<file path="src/verilog/select_decoder_pkg.sv">
// Constants, types and register map for the chip-select decoder
package select_decoder_pkg;

  // ----------------------------------------------------------------
  // Geometry
  // ----------------------------------------------------------------
  localparam int NUM_CHANNELS = 4;
  localparam int ADDR_HI = 23;
  localparam int ADDR_LO = 13;
  localparam int ADDR_BITS = ADDR_HI - ADDR_LO + 1;

  // ----------------------------------------------------------------
  // Base word fields
  // ----------------------------------------------------------------
  localparam int BASE_SPACE_LSB = 13;
  localparam int BASE_ADDR_LSB = 2;
  localparam int BASE_DIR_BIT = 1;
  localparam int BASE_EN_BIT = 0;

  // ----------------------------------------------------------------
  // Option word fields
  // ----------------------------------------------------------------
  localparam int OPT_WAIT_LSB = 13;
  localparam int OPT_MASK_LSB = 2;
  localparam int OPT_DIRMASK_BIT = 1;
  localparam int OPT_SPACE_EN_BIT = 0;

  // ----------------------------------------------------------------
  // Reset values and special codes
  // ----------------------------------------------------------------
  localparam logic [15:0] BASE_RESET_CH0 = 16'hC001;
  localparam logic [15:0] BASE_RESET_OTHER = 16'hC000;
  localparam logic [15:0] OPT_RESET = 16'hDFFD;
  localparam logic [2:0] SPACE_RESERVED = 3'h7;
  localparam logic [2:0] SPACE_INT_ACK = 3'h7;
  localparam logic [2:0] WAIT_EXTERNAL = 3'h7;

  // ----------------------------------------------------------------
  // Register map (byte addresses)
  // ----------------------------------------------------------------
  localparam logic [7:0] REG_BASE0 = 8'h00;
  localparam logic [7:0] REG_OPT0 = 8'h04;
  localparam logic [7:0] REG_STRIDE = 8'h08;
  localparam logic [7:0] REG_CONTROL = 8'h20;
  localparam int CTRL_OVERLAP_FLAG = 0;
  localparam int CTRL_PROTECT_FLAG = 1;
  localparam int CTRL_OVERLAP_EN = 2;
  localparam int CTRL_PROTECT_EN = 3;
  localparam int CTRL_WAITING = 4;

  // ----------------------------------------------------------------
  // Types
  // ----------------------------------------------------------------
  typedef struct packed {
    logic [2:0] space_code;
    logic [ADDR_BITS-1:0] base_addr;
    logic direction;
    logic enable;
  } base_match_word_t;

  typedef struct packed {
    logic [2:0] wait_code;
    logic [ADDR_BITS-1:0] addr_mask;
    logic direction_mask;
    logic space_compare_enable;
  } option_word_t;

  typedef struct packed {
    logic [ADDR_HI:0] addr;
    logic [2:0] space_code;
    logic write;
    logic on_chip;
  } cycle_info_t;

  typedef enum logic [1:0] {ST_IDLE, ST_WAIT, ST_DONE} ack_state_t;

endpackage
</file>
<file path="src/verilog/chip_select_decoder.sv">
// Four-channel chip-select decoder with AHB-Lite register slave
`timescale 1ns/100ps
module chip_select_decoder
  import select_decoder_pkg::*;
#(
  parameter int CHANNELS = NUM_CHANNELS
) (
  input wire logic clk_in,
  input wire logic reset_in,
  input wire logic clk_en_in,
  // Reset pin pair; both high is a total system reset
  input wire logic sys_reset_in,
  input wire logic sys_halt_in,
  input wire logic cpu_disable_in,
  // System bus cycle, from pins
  input wire logic address_strobe_n_in,
  input wire logic [ADDR_HI:0] bus_addr_in,
  input wire logic [2:0] space_code_in,
  input wire logic bus_write_in,
  input wire logic on_chip_in,
  output logic [CHANNELS-1:0] select_n_out,
  output logic bus_fault_out,
  output logic transfer_acknowledge_out,
  // AHB-Lite slave
  input wire logic hsel,
  input wire logic [31:0] haddr,
  input wire logic [1:0] htrans,
  input wire logic hwrite,
  input wire logic [2:0] hsize,
  input wire logic [31:0] hwdata,
  input wire logic hready,
  output logic [31:0] hrdata,
  output logic hreadyout,
  output logic hresp
);

  // ----------------------------------------------------------------
  // Pin synchronisers
  // ----------------------------------------------------------------
  logic [1:0] as_sync_r; // Strobe, two stages
  logic [1:0] rst_sync_r; // Reset pin
  logic [1:0] halt_sync_r; // Halt pin
  logic [1:0] dis_sync_r; // Processor-disabled strap
  cycle_info_t cyc_meta_r; // First stage of cycle info
  cycle_info_t cyc_r; // Second stage of cycle info
  logic as_low_r; // Previous synced strobe low
  logic total_reset; // Total system reset
  logic strobe_fall; // Cycle start
  logic strobe_rise; // Cycle end

  // Two flops on every pin input
  always_ff @(posedge clk_in) begin
    if (reset_in) begin
      as_sync_r <= 2'h3;
      rst_sync_r <= 2'h0;
      halt_sync_r <= 2'h0;
      dis_sync_r <= 2'h0;
      cyc_meta_r <= '0;
      cyc_r <= '0;
    end else if (clk_en_in) begin
      as_sync_r <= {as_sync_r[0], address_strobe_n_in};
      rst_sync_r <= {rst_sync_r[0], sys_reset_in};
      halt_sync_r <= {halt_sync_r[0], sys_halt_in};
      dis_sync_r <= {dis_sync_r[0], cpu_disable_in};
      cyc_meta_r <= '{bus_addr_in, space_code_in, bus_write_in, on_chip_in};
      cyc_r <= cyc_meta_r;
    end
  end

  // Previous strobe state for edge detection
  always_ff @(posedge clk_in) begin
    if (reset_in) begin
      as_low_r <= 1'b0;
    end else if (clk_en_in) begin
      as_low_r <= ~as_sync_r[1];
    end
  end

  assign total_reset = rst_sync_r[1] & halt_sync_r[1];
  assign strobe_fall = ~as_sync_r[1] & ~as_low_r;
  assign strobe_rise = as_sync_r[1] & as_low_r;

  // ----------------------------------------------------------------
  // Channel registers
  // ----------------------------------------------------------------
  base_match_word_t base_r [CHANNELS];
  option_word_t opt_r [CHANNELS];
  logic overlap_flag_r; // Conflict seen
  logic protect_flag_r; // Write-protect violation seen
  logic overlap_fault_enable_r;
  logic protect_fault_enable_r;

  // AHB address phase capture
  logic wr_pend_r; // Write data phase pending
  logic [7:0] wr_addr_r; // Captured write address
  logic [7:0] rd_addr; // Read address in address phase
  logic take; // Valid transfer this edge
  logic [31:0] rd_word; // Decoded read word
  logic [2:0] chan_idx; // Channel of write
  logic wr_base; // Write hits a base word
  logic wr_opt; // Write hits an option word
  logic wr_ctrl; // Write hits control word

  assign take = hsel & hready & htrans[1];
  assign rd_addr = haddr[7:0];
  assign chan_idx = wr_addr_r[5:3];
  assign wr_base = wr_pend_r && wr_addr_r < REG_CONTROL && wr_addr_r[2] == 1'b0;
  assign wr_opt = wr_pend_r && wr_addr_r < REG_CONTROL && wr_addr_r[2] == 1'b1;
  assign wr_ctrl = wr_pend_r && wr_addr_r == REG_CONTROL;

  // Capture write address phase; always zero wait states
  always_ff @(posedge clk_in) begin
    if (reset_in) begin
      wr_pend_r <= 1'b0;
      wr_addr_r <= 8'h00;
    end else if (clk_en_in) begin
      wr_pend_r <= take & hwrite;
      wr_addr_r <= haddr[7:0];
    end
  end

  assign hreadyout = 1'b1;
  assign hresp = 1'b0;

  // Base and option registers; reset by reset_in or by total reset
  always_ff @(posedge clk_in) begin
    if (reset_in || (clk_en_in && total_reset)) begin
      for (int i = 0; i < CHANNELS; i++) begin
        // Space 110, base zero, read-only, ch0 only enabled, none if processor disabled
        base_r[i] <= (i == 0) ? BASE_RESET_CH0 : BASE_RESET_OTHER;
        if (dis_sync_r[1]) begin
          base_r[i].enable <= 1'b0;
        end
        // Six waits, mask ones, dirmask 0, space compare 1
        opt_r[i] <= OPT_RESET;
      end
    end else if (clk_en_in) begin
      for (int i = 0; i < CHANNELS; i++) begin
        if (wr_base && chan_idx == 3'(i)) begin
          base_r[i] <= hwdata[15:0];
        end
        if (wr_opt && chan_idx == 3'(i)) begin
          opt_r[i] <= hwdata[15:0];
        end
      end
    end
  end

  // ----------------------------------------------------------------
  // Match logic
  // ----------------------------------------------------------------
  logic [CHANNELS-1:0] place_hit; // Address and space match, any direction
  logic [CHANNELS-1:0] hit; // Raw per-channel match
  logic [CHANNELS-1:0] grant; // Priority winner
  logic [CHANNELS-1:0] sel_active_r; // Latched active select
  logic [2:0] wait_code_r; // Wait code of active cycle
  logic conflict; // Two or more hits
  logic protect_hit; // Write lands on a read-only match
  logic cycle_ok; // Cycle may match at all

  // Off-chip, not interrupt acknowledge, space usable
  assign cycle_ok = ~cyc_r.on_chip && cyc_r.space_code != SPACE_INT_ACK;

  // Per-channel compare
  always_comb begin
    for (int i = 0; i < CHANNELS; i++) begin
      place_hit[i] = cycle_ok && base_r[i].enable
        // Masked compare of A23..A13 sets block size
        && (((cyc_r.addr[ADDR_HI:ADDR_LO] ^ base_r[i].base_addr) & opt_r[i].addr_mask) == '0)
        // Space compare; reserved code never matches
        && (~opt_r[i].space_compare_enable
            || (cyc_r.space_code == base_r[i].space_code
                && base_r[i].space_code != SPACE_RESERVED));
      // Direction checked only where mask set
      hit[i] = place_hit[i] && (~opt_r[i].direction_mask || base_r[i].direction == cyc_r.write);
    end
  end

  // Fixed priority, lowest index wins
  always_comb begin
    grant = '0;
    for (int i = CHANNELS - 1; i >= 0; i--) begin
      if (hit[i]) begin
        grant = '0;
        grant[i] = 1'b1;
      end
    end
  end

  assign conflict = $countones(hit) > 1;

  // Write to a read-only channel among the matches
  always_comb begin
    protect_hit = 1'b0;
    for (int i = 0; i < CHANNELS; i++) begin
      if (place_hit[i] && cyc_r.write && opt_r[i].direction_mask && ~base_r[i].direction) begin
        protect_hit = 1'b1;
      end
    end
  end

  // Selects latched at strobe fall, released at strobe rise
  always_ff @(posedge clk_in) begin
    if (reset_in || (clk_en_in && total_reset)) begin
      sel_active_r <= '0;
      wait_code_r <= 3'h0;
    end else if (clk_en_in) begin
      if (strobe_rise) begin
        sel_active_r <= '0;
      end else if (strobe_fall) begin
        // Armed protect fault drops every line
        sel_active_r <= (protect_hit && protect_fault_enable_r) ? '0 : grant;
        for (int i = 0; i < CHANNELS; i++) begin
          if (grant[i]) begin
            wait_code_r <= opt_r[i].wait_code;
          end
        end
      end
    end
  end

  assign select_n_out = ~sel_active_r;

  // ----------------------------------------------------------------
  // Fault and flags
  // ----------------------------------------------------------------
  logic fault_r; // Bus fault for current cycle
  logic fault_cause; // Armed fault event this cycle

  // Register writes come from the slave, never off-chip cycles
  assign fault_cause = cycle_ok && strobe_fall
    && ((conflict && overlap_fault_enable_r) || (protect_hit && protect_fault_enable_r));

  // Fault held until strobe rises
  always_ff @(posedge clk_in) begin
    if (reset_in || (clk_en_in && total_reset)) begin
      fault_r <= 1'b0;
    end else if (clk_en_in) begin
      if (strobe_rise) begin
        fault_r <= 1'b0;
      end else if (fault_cause) begin
        fault_r <= 1'b1;
      end
    end
  end

  assign bus_fault_out = fault_r;

  // Control word: sticky flags write-one-clear, set wins
  always_ff @(posedge clk_in) begin
    if (reset_in || (clk_en_in && total_reset)) begin
      overlap_flag_r <= 1'b0;
      protect_flag_r <= 1'b0;
      overlap_fault_enable_r <= 1'b0;
      protect_fault_enable_r <= 1'b0;
    end else if (clk_en_in) begin
      if (wr_ctrl) begin
        overlap_fault_enable_r <= hwdata[CTRL_OVERLAP_EN];
        protect_fault_enable_r <= hwdata[CTRL_PROTECT_EN];
        if (hwdata[CTRL_OVERLAP_FLAG]) begin
          overlap_flag_r <= 1'b0;
        end
        if (hwdata[CTRL_PROTECT_FLAG]) begin
          protect_flag_r <= 1'b0;
        end
      end
      if (strobe_fall && conflict) begin
        overlap_flag_r <= 1'b1;
      end
      if (strobe_fall && protect_hit) begin
        protect_flag_r <= 1'b1;
      end
    end
  end

  // ----------------------------------------------------------------
  // Internal acknowledge wait states
  // ----------------------------------------------------------------
  ack_state_t ack_state_r;
  logic [2:0] wait_cnt_r; // Waits counted so far, up from zero
  logic ack_r; // Acknowledge level

  // Count programmed waits then hold acknowledge until strobe rises
  always_ff @(posedge clk_in) begin
    if (reset_in || (clk_en_in && total_reset)) begin
      ack_state_r <= ST_IDLE;
      wait_cnt_r <= 3'h0;
      ack_r <= 1'b0;
    end else if (clk_en_in) begin
      case (ack_state_r)
        ST_IDLE: begin
          if (strobe_fall && |grant && ~fault_cause) begin
            wait_cnt_r <= 3'h0;
            ack_state_r <= ST_WAIT;
          end
        end
        ST_WAIT: begin
          if (strobe_rise) begin
            ack_state_r <= ST_IDLE;
          end else if (wait_code_r == WAIT_EXTERNAL) begin
            ack_state_r <= ST_DONE;
          end else if (wait_cnt_r == wait_code_r) begin
            ack_r <= 1'b1;
            ack_state_r <= ST_DONE;
          end else begin
            wait_cnt_r <= wait_cnt_r + 3'h1;
          end
        end
        ST_DONE: begin
          if (strobe_rise) begin
            ack_r <= 1'b0;
            ack_state_r <= ST_IDLE;
          end
        end
        default: begin
          ack_state_r <= ST_IDLE;
        end
      endcase
    end
  end

  assign transfer_acknowledge_out = ack_r;

  // ----------------------------------------------------------------
  // Read mux
  // ----------------------------------------------------------------
  always_comb begin
    rd_word = 32'h0000_0000;
    if (rd_addr == REG_CONTROL) begin
      rd_word[CTRL_OVERLAP_FLAG] = overlap_flag_r;
      rd_word[CTRL_PROTECT_FLAG] = protect_flag_r;
      rd_word[CTRL_OVERLAP_EN] = overlap_fault_enable_r;
      rd_word[CTRL_PROTECT_EN] = protect_fault_enable_r;
      rd_word[CTRL_WAITING] = (ack_state_r == ST_WAIT);
    end else if (rd_addr < REG_CONTROL) begin
      for (int i = 0; i < CHANNELS; i++) begin
        if (rd_addr[5:3] == 3'(i)) begin
          rd_word[15:0] = rd_addr[2] ? 16'(opt_r[i]) : 16'(base_r[i]);
        end
      end
    end
  end

  // Read data registered for the data phase
  always_ff @(posedge clk_in) begin
    if (reset_in) begin
      hrdata <= 32'h0000_0000;
    end else if (clk_en_in && take && ~hwrite) begin
      hrdata <= rd_word;
    end
  end
endmodule // chip_select_decoder

</file>
<file path="config.mk">
export PLATFORM = sky130hd
export DESIGN_NAME = chip_select_decoder
export DESIGN_NICKNAME = d
export VERILOG_FILES = /design/src/verilog/select_decoder_pkg.sv /design/src/verilog/chip_select_decoder.sv
export SDC_FILE = /design/constraint.sdc
export NUM_CORES = 1
export LEC_CHECK = 0
export BUFFER_PORTS_ARGS = -buffer_cell sky130_fd_sc_hd__buf_2
export CAP_MARGIN = 10
export CORE_UTILIZATION = 40
export CTS_CLUSTER_DIAMETER = 50
export DETAILED_ROUTE_END_ITERATION = 10
export PLACE_DENSITY_LB_ADDON = 0.2
export SKIP_LAST_GASP = 1
export SLEW_MARGIN = 15
export SYNTH_ARGS = -nofsm -noshare
export SYNTH_HDL_FRONTEND = slang
export SYNTH_SLANG_ARGS = --single-unit
</file>
<file path="constraint.sdc">
create_clock -name clk_in -period 7.5 [get_ports clk_in]
set_clock_uncertainty 0.2 [all_clocks]
set_input_delay 0.375 -clock clk_in [delete_from_list [all_inputs] [get_ports clk_in]]
set_output_delay 0.375 -clock clk_in [all_outputs]
set_load 0.01 [all_outputs]
</file>
# Word level (Yosys, flattened, before mapping)
# Memories as Yosys holds them, arrays and structs flattened.
# Index checks and enable logic that the tools add are counted.
# op_classes
add_sub_neg	4
order_cmp	3
eq_ne	32
muxes	103
bitwise_logic	50
reduce_logical	92
# op_table
op	n
two-way mux 16 bit	13
two-way mux 1 bit	61
two-way mux 15 bit	4
logical AND 1 bit	56
AND 11 bit	4
logical NOT 11 bit	4
XOR 11 bit	4
two-way mux 4 bit	7
two-way mux 3 bit	8
inverter 1 bit	19
equality test 8 x 6 -> 1 bit (second input constant)	2
< comparator 8 x 6 -> 1 bit (second input constant)	2
OR 1 bit	16
nonzero test 2 bit	8
equality test 3 bit	5
!= test 3 bit (second input constant)	5
equality test 3 x 2 -> 1 bit (second input constant)	4
!= test 2 bit (second input constant)	6
AND reduction 6 bit	2
two-way mux 11 bit	1
logical OR 1 bit	10
two-way mux 2 bit	5
AND reduction 4 bit	2
AND 1 bit	6
other kinds (21)	30
# totals
register_bits	110
ram_bits	128
input_bits	108
out_inout_bits	40
elab_cells	312
memories	2
# mem_list
name	words	width	rd	rd_ports_with_merged_regs	write_ports	line	source
base_r	4	16	4	0	4	chip_select_decoder.sv:86	base_match_word_t base_r [CHANNELS];
opt_r	4	16	4	0	4	chip_select_decoder.sv:87	option_word_t opt_r [CHANNELS];

# Depth between registers and ports, before layout
# An unclocked memory read counts as a cell.
# depth
ltp_word	20
mapped_depth	11

# Worst setup path before layout
# OpenSTA, ideal clock, no wires.
# synth_path
kind	reg2reg
startpoint	register cyc_r[25] in the netlist's numbering
endpoint	register wait_cnt_r[2]
setup_ns	0.142
arrival_ns	2.697
setup_slack_ns	4.461
stages_incl_launch_ff	12
n_path_buf	1
cell_sequence	dfxtp_1 buf_2 xor2_1 a222oi_1 nand3_1 and4bb_2 inv_1 fa_1 o21a_1 o22ai_1 o41ai_2 a311oi_1
# synth_between
elab_chain_cells	19
# synth_rtl
item	line	source
start, declared	chip_select_decoder.sv:45	cycle_info_t cyc_r;
start signal, assigned	chip_select_decoder.sv:66	cyc_r <= cyc_meta_r;
branches (longest 16 deep; another with adder 2 x 2 -> 3 bit)	n/a	
logical AND 1 bit (*)	chip_select_decoder.sv:292	if (strobe_fall && |grant && ~fault_cause) begin
!= test 2 bit (no line) (*)	n/a	
AND reduction 6 bit (no line) (*)	n/a	
end signal, assigned	chip_select_decoder.sv:306	wait_cnt_r <= wait_cnt_r + 3'h1;
end, declared	chip_select_decoder.sv:280	logic [2:0] wait_cnt_r;
# Mark *: on every way between the ends.
# A chain may end at the register's enable or synchronous reset.

# Worst setup path in the final report
# Same ends and word-level chain as after synthesis.

==> metrics <==
gpl congestion=0.840; Fin. Hold Viols=0; cell count after synthesis=977; max cap viols=0; Yosys top cell area share=0.323; cts repair resizes=0; Power Density=227 nW/µm²; Period Utilization, post-route=0.501; 1st-pass router iterations=5; Antenna Cells=0; via count=7642; Slew Limit Fails=0; post-DP HPWL=20400 µm; total die area=26400 µm²; status=completed; RSZ-0062 raised after global routing=no; clock-pin slew on the worst setup and hold paths=0.06 ns; Pint=2.11 mW; CORE AREA=25300 µm²; flop2flop setup slack=3.74 ns; Worst Path Max Fanout=5; Synth cell types=63; total CTS buffers=27; placed cell count=1329; Setup TNS=0 ns; post-route ant nets=0; Hold Path Sink=base_r[3][3]$_SDFFE_PP0P_; total grt overflow=0; WHS=0.0369 ns; global-route usage over all layers=0.221; DRC viols=0; startpoint types=flip-flop; Die Wd=163 µm; vias in the first global route=7456; Combinational Power Share=0.075; Synth Register Bits=212; reg2reg end=wait_cnt_r[2]$_SDFFE_PP0P_; IO Port Bufs=72; Worst-Margin Slew=1.15 ns; critical path arrival=3.94 ns; Layout Area Growth over Synthesis=17.8%; largest net degree at the start of global routing=67; FMAX=266 MHz; Max Buffers Root-to-Sink=3; Switching Share=0.234; CTS tree=done; first-pass GRT wire length=44500 µm; share of cells above drive strength 1=0.190; Max IR drop VDD=0.000187 V; sequential fraction of the synthesis area=0.519; Clock Power Share=0.466; floorplan row count=58; net switching power=0.645 mW; clock latency at the later pin of the worst-skew pair=0.53 ns; Reg power frac=0.460; dpl ws=3.76 ns; Initial Util=0.408; Finish-stage setup viols=0; Core Util, Final=0.481; Final WS setup=3.74 ns; hold_sp=hwdata[3]; Non-Filler Instances=1415; Lkg Pwr=4.62 nW; syn avg cell area=10.6 µm²; post-DR vias/cell=5.40; drt wl/cell=20.3 µm; I/O pins=148; nets@finish=1180; required time worst endpoint=7.68 ns; Syn. warnings=0; critical path's slowest cell=dfxtp_1; share of synthesized registers carrying an async set or reset=0; critical path class=flip-flop to flip-flop; H-tree depth=1; Tmin final=3.76 ns; initial antenna violation count=0; CP cell instances=xor2_1 -> a222oi_1 -> nand3_1 -> and4bb_2 -> inv_1 -> fa_1 -> o21a_1 -> o22ai_1 -> o41ai_2 -> a311oi_1; synth top area cells=edfxtp_1 32%, dfxtp_1 20%, mux2i_1 7.4%, xor2_1 5.0%, nor2_1 3.7%; Rel. slew slack=0.230; cell count of the worst hold path=3; post-synth top area cell=edfxtp_1; CP Capture Type=flip-flop; root buf cell=clkbuf_16; clk sinks=212; Post-synth EDFFs=111; slowest stage delay, CP=0.55 ns; Hold/Removal Path Class=input pin to flip-flop; Syn Std Cell Area=10300 µm²; initial DRC count=789; Die Height=163 µm; Post-synth top flop=edfxtp_1; Worst R2R Start=cyc_r[25]$_SDFFE_PP0P_; drt total wl=28800 µm; Worst R2R Path Depth=10
timing repair:
action,4_1_cts,5_1_grt
endpoints found under the hold margin,38,0
setup buffers,0,0
hold buffers,38,0
setup endpoints to repair,0,0
cell families (layout without fill, tap and decap cells):
group / count (synthesis) / in the layout / share of synthesized area
AOI/OAI and AO/OA: 174 / 174 / 0.112
xor gates and xnor gates: 59 / 59 / 0.0501
adders and majority gates: 6 / 6 / 0.00800
buffers and inverters: 100 / 192 / 0.0451
DFF: 212 / 212 / 0.519
muxes: 97 / 97 / 0.104
other: 2 / 18 / 0.000728
and+or+nand+nor: 327 / 327 / 0.161
cells in the final DEF, fill, tap and decap left out, types with 5 or more instances in the layout:
cell type,n
mux2i_1,76
nand2_1,63
dfxtp_1,101
nand4_1,9
dlygate4sd3_1,38
mux2_2,14
a21oi_1,60
mux4_2,7
nand3_1,13
nor2b_1,11
clkbuf_16,27
xor2_1,59
conb_1,18
o21ai_1,7
a22oi_1,24
ha_1,5
or3_1,9
clkbuf_1,7
nor3_1,7
inv_1,17
a221oi_1,6
o22ai_1,9
and2_1,28
o21ai_0,13
buf_2,71
nand2b_1,14
or2_2,46
a211oi_1,9
buf_4,18
o211ai_1,10
nor2_1,102
edfxtp_1,111
stage by stage:
step	power [mW]	instance area, µm²
global placement	1.48	10900
detailed placement	1.48	10900
global route	2.85	12200
CTS	2.77	12200
finish	2.75	12200
floorplan	1.41	10400
synthesized netlist by cell type, types with 7 or more instances:
| master | count |
|---|---|
| and2_1 | 28 |
| dfxtp_1 | 101 |
| a21oi_1 | 60 |
| a22oi_1 | 24 |
| nor2_1 | 102 |
| clkbuf_1 | 40 |
| mux2_2 | 14 |
| mux2i_1 | 76 |
| or3_1 | 9 |
| xor2_1 | 59 |
| buf_1 | 12 |
| or2_2 | 46 |
| nor3_1 | 8 |
| nand3_1 | 13 |
| mux4_2 | 7 |
| inv_1 | 17 |
| edfxtp_1 | 111 |
| nand2_1 | 63 |
| buf_2 | 12 |
| o21ai_0 | 20 |
| o22ai_1 | 9 |
| nand4_1 | 9 |
| o211ai_1 | 10 |
| nand2b_1 | 14 |
| buf_4 | 18 |
| nor2b_1 | 11 |
| a211oi_1 | 10 |
power groups by stage:
| stage | clock network (mW) | registers (mW) | logic (mW) |
|---|---|---|---|
| 2_1_floorplan | 0 | 1.28 | 0.133 |
| 3_3_place_gp | 0 | 1.29 | 0.187 |
| 3_5_place_dp | 0 | 1.29 | 0.188 |
| 4_1_cts | 1.30 | 1.27 | 0.204 |
| 5_1_grt | 1.35 | 1.27 | 0.223 |
| 6_report | 1.28 | 1.27 | 0.205 |
worst max-delay path by stage:
stage                                 startpoint                    endpoint  depth (start not counted)
after detailed placement  cyc_r[25]$_SDFFE_PP0P_  wait_cnt_r[2]$_SDFFE_PP0P_                         10
after global placement    cyc_r[25]$_SDFFE_PP0P_  wait_cnt_r[2]$_SDFFE_PP0P_                         10
after CTS                 cyc_r[25]$_SDFFE_PP0P_  wait_cnt_r[1]$_SDFFE_PP0P_                         10
after floorplan           cyc_r[25]$_SDFFE_PP0P_  wait_cnt_r[2]$_SDFFE_PP0P_                         11
final                     cyc_r[25]$_SDFFE_PP0P_  wait_cnt_r[2]$_SDFFE_PP0P_                         10
after global routing      cyc_r[25]$_SDFFE_PP0P_  wait_cnt_r[1]$_SDFFE_PP0P_                         10
state kept, by name (all words and copies together), names as in the netlist, 2 cells and up:
name / flops
base_r: 64
opt_r: 64
cyc_meta_r: 16
cyc_r: 16
hrdata: 16
wr_addr_r: 8
sel_active_r: 4
wait_cnt_r: 3
wait_code_r: 3
ack_state_r: 2
as_sync_r: 2
dis_sync_r: 2
halt_sync_r: 2
rst_sync_r: 2
final cells by class:
type,count,area [µm²]
inverters,17,63.8
clock buffers,36,729
flip-flops and latches,212,5360
fillers,2361,13100
multi-input cells,681,4570
repair buffers,127,871
well taps,330,413
clock inverters,12,149
routing by layer:
metal | global-route usage | routed length, µm | vias up
li1 | - | - | 3645
met1 | 0.325 | 13700 | 3695
met2 | 0.339 | 12600 | 264
met3 | 0.0341 | 1990 | 38
met4 | 0.0531 | 505 | 0
met5 | 0 | 0 | -
critical path: cells and delay by family (launching register included):
kind            cells  cell delay (ns)
compound gates      5             1.41
xor+xnor            1             0.12
fa+ha+maj           1             0.51
buf+inv             1             0.13
flops               1             0.55
simple gates        2             0.68
No activity file was read; power rests on OpenSTA's default activity.
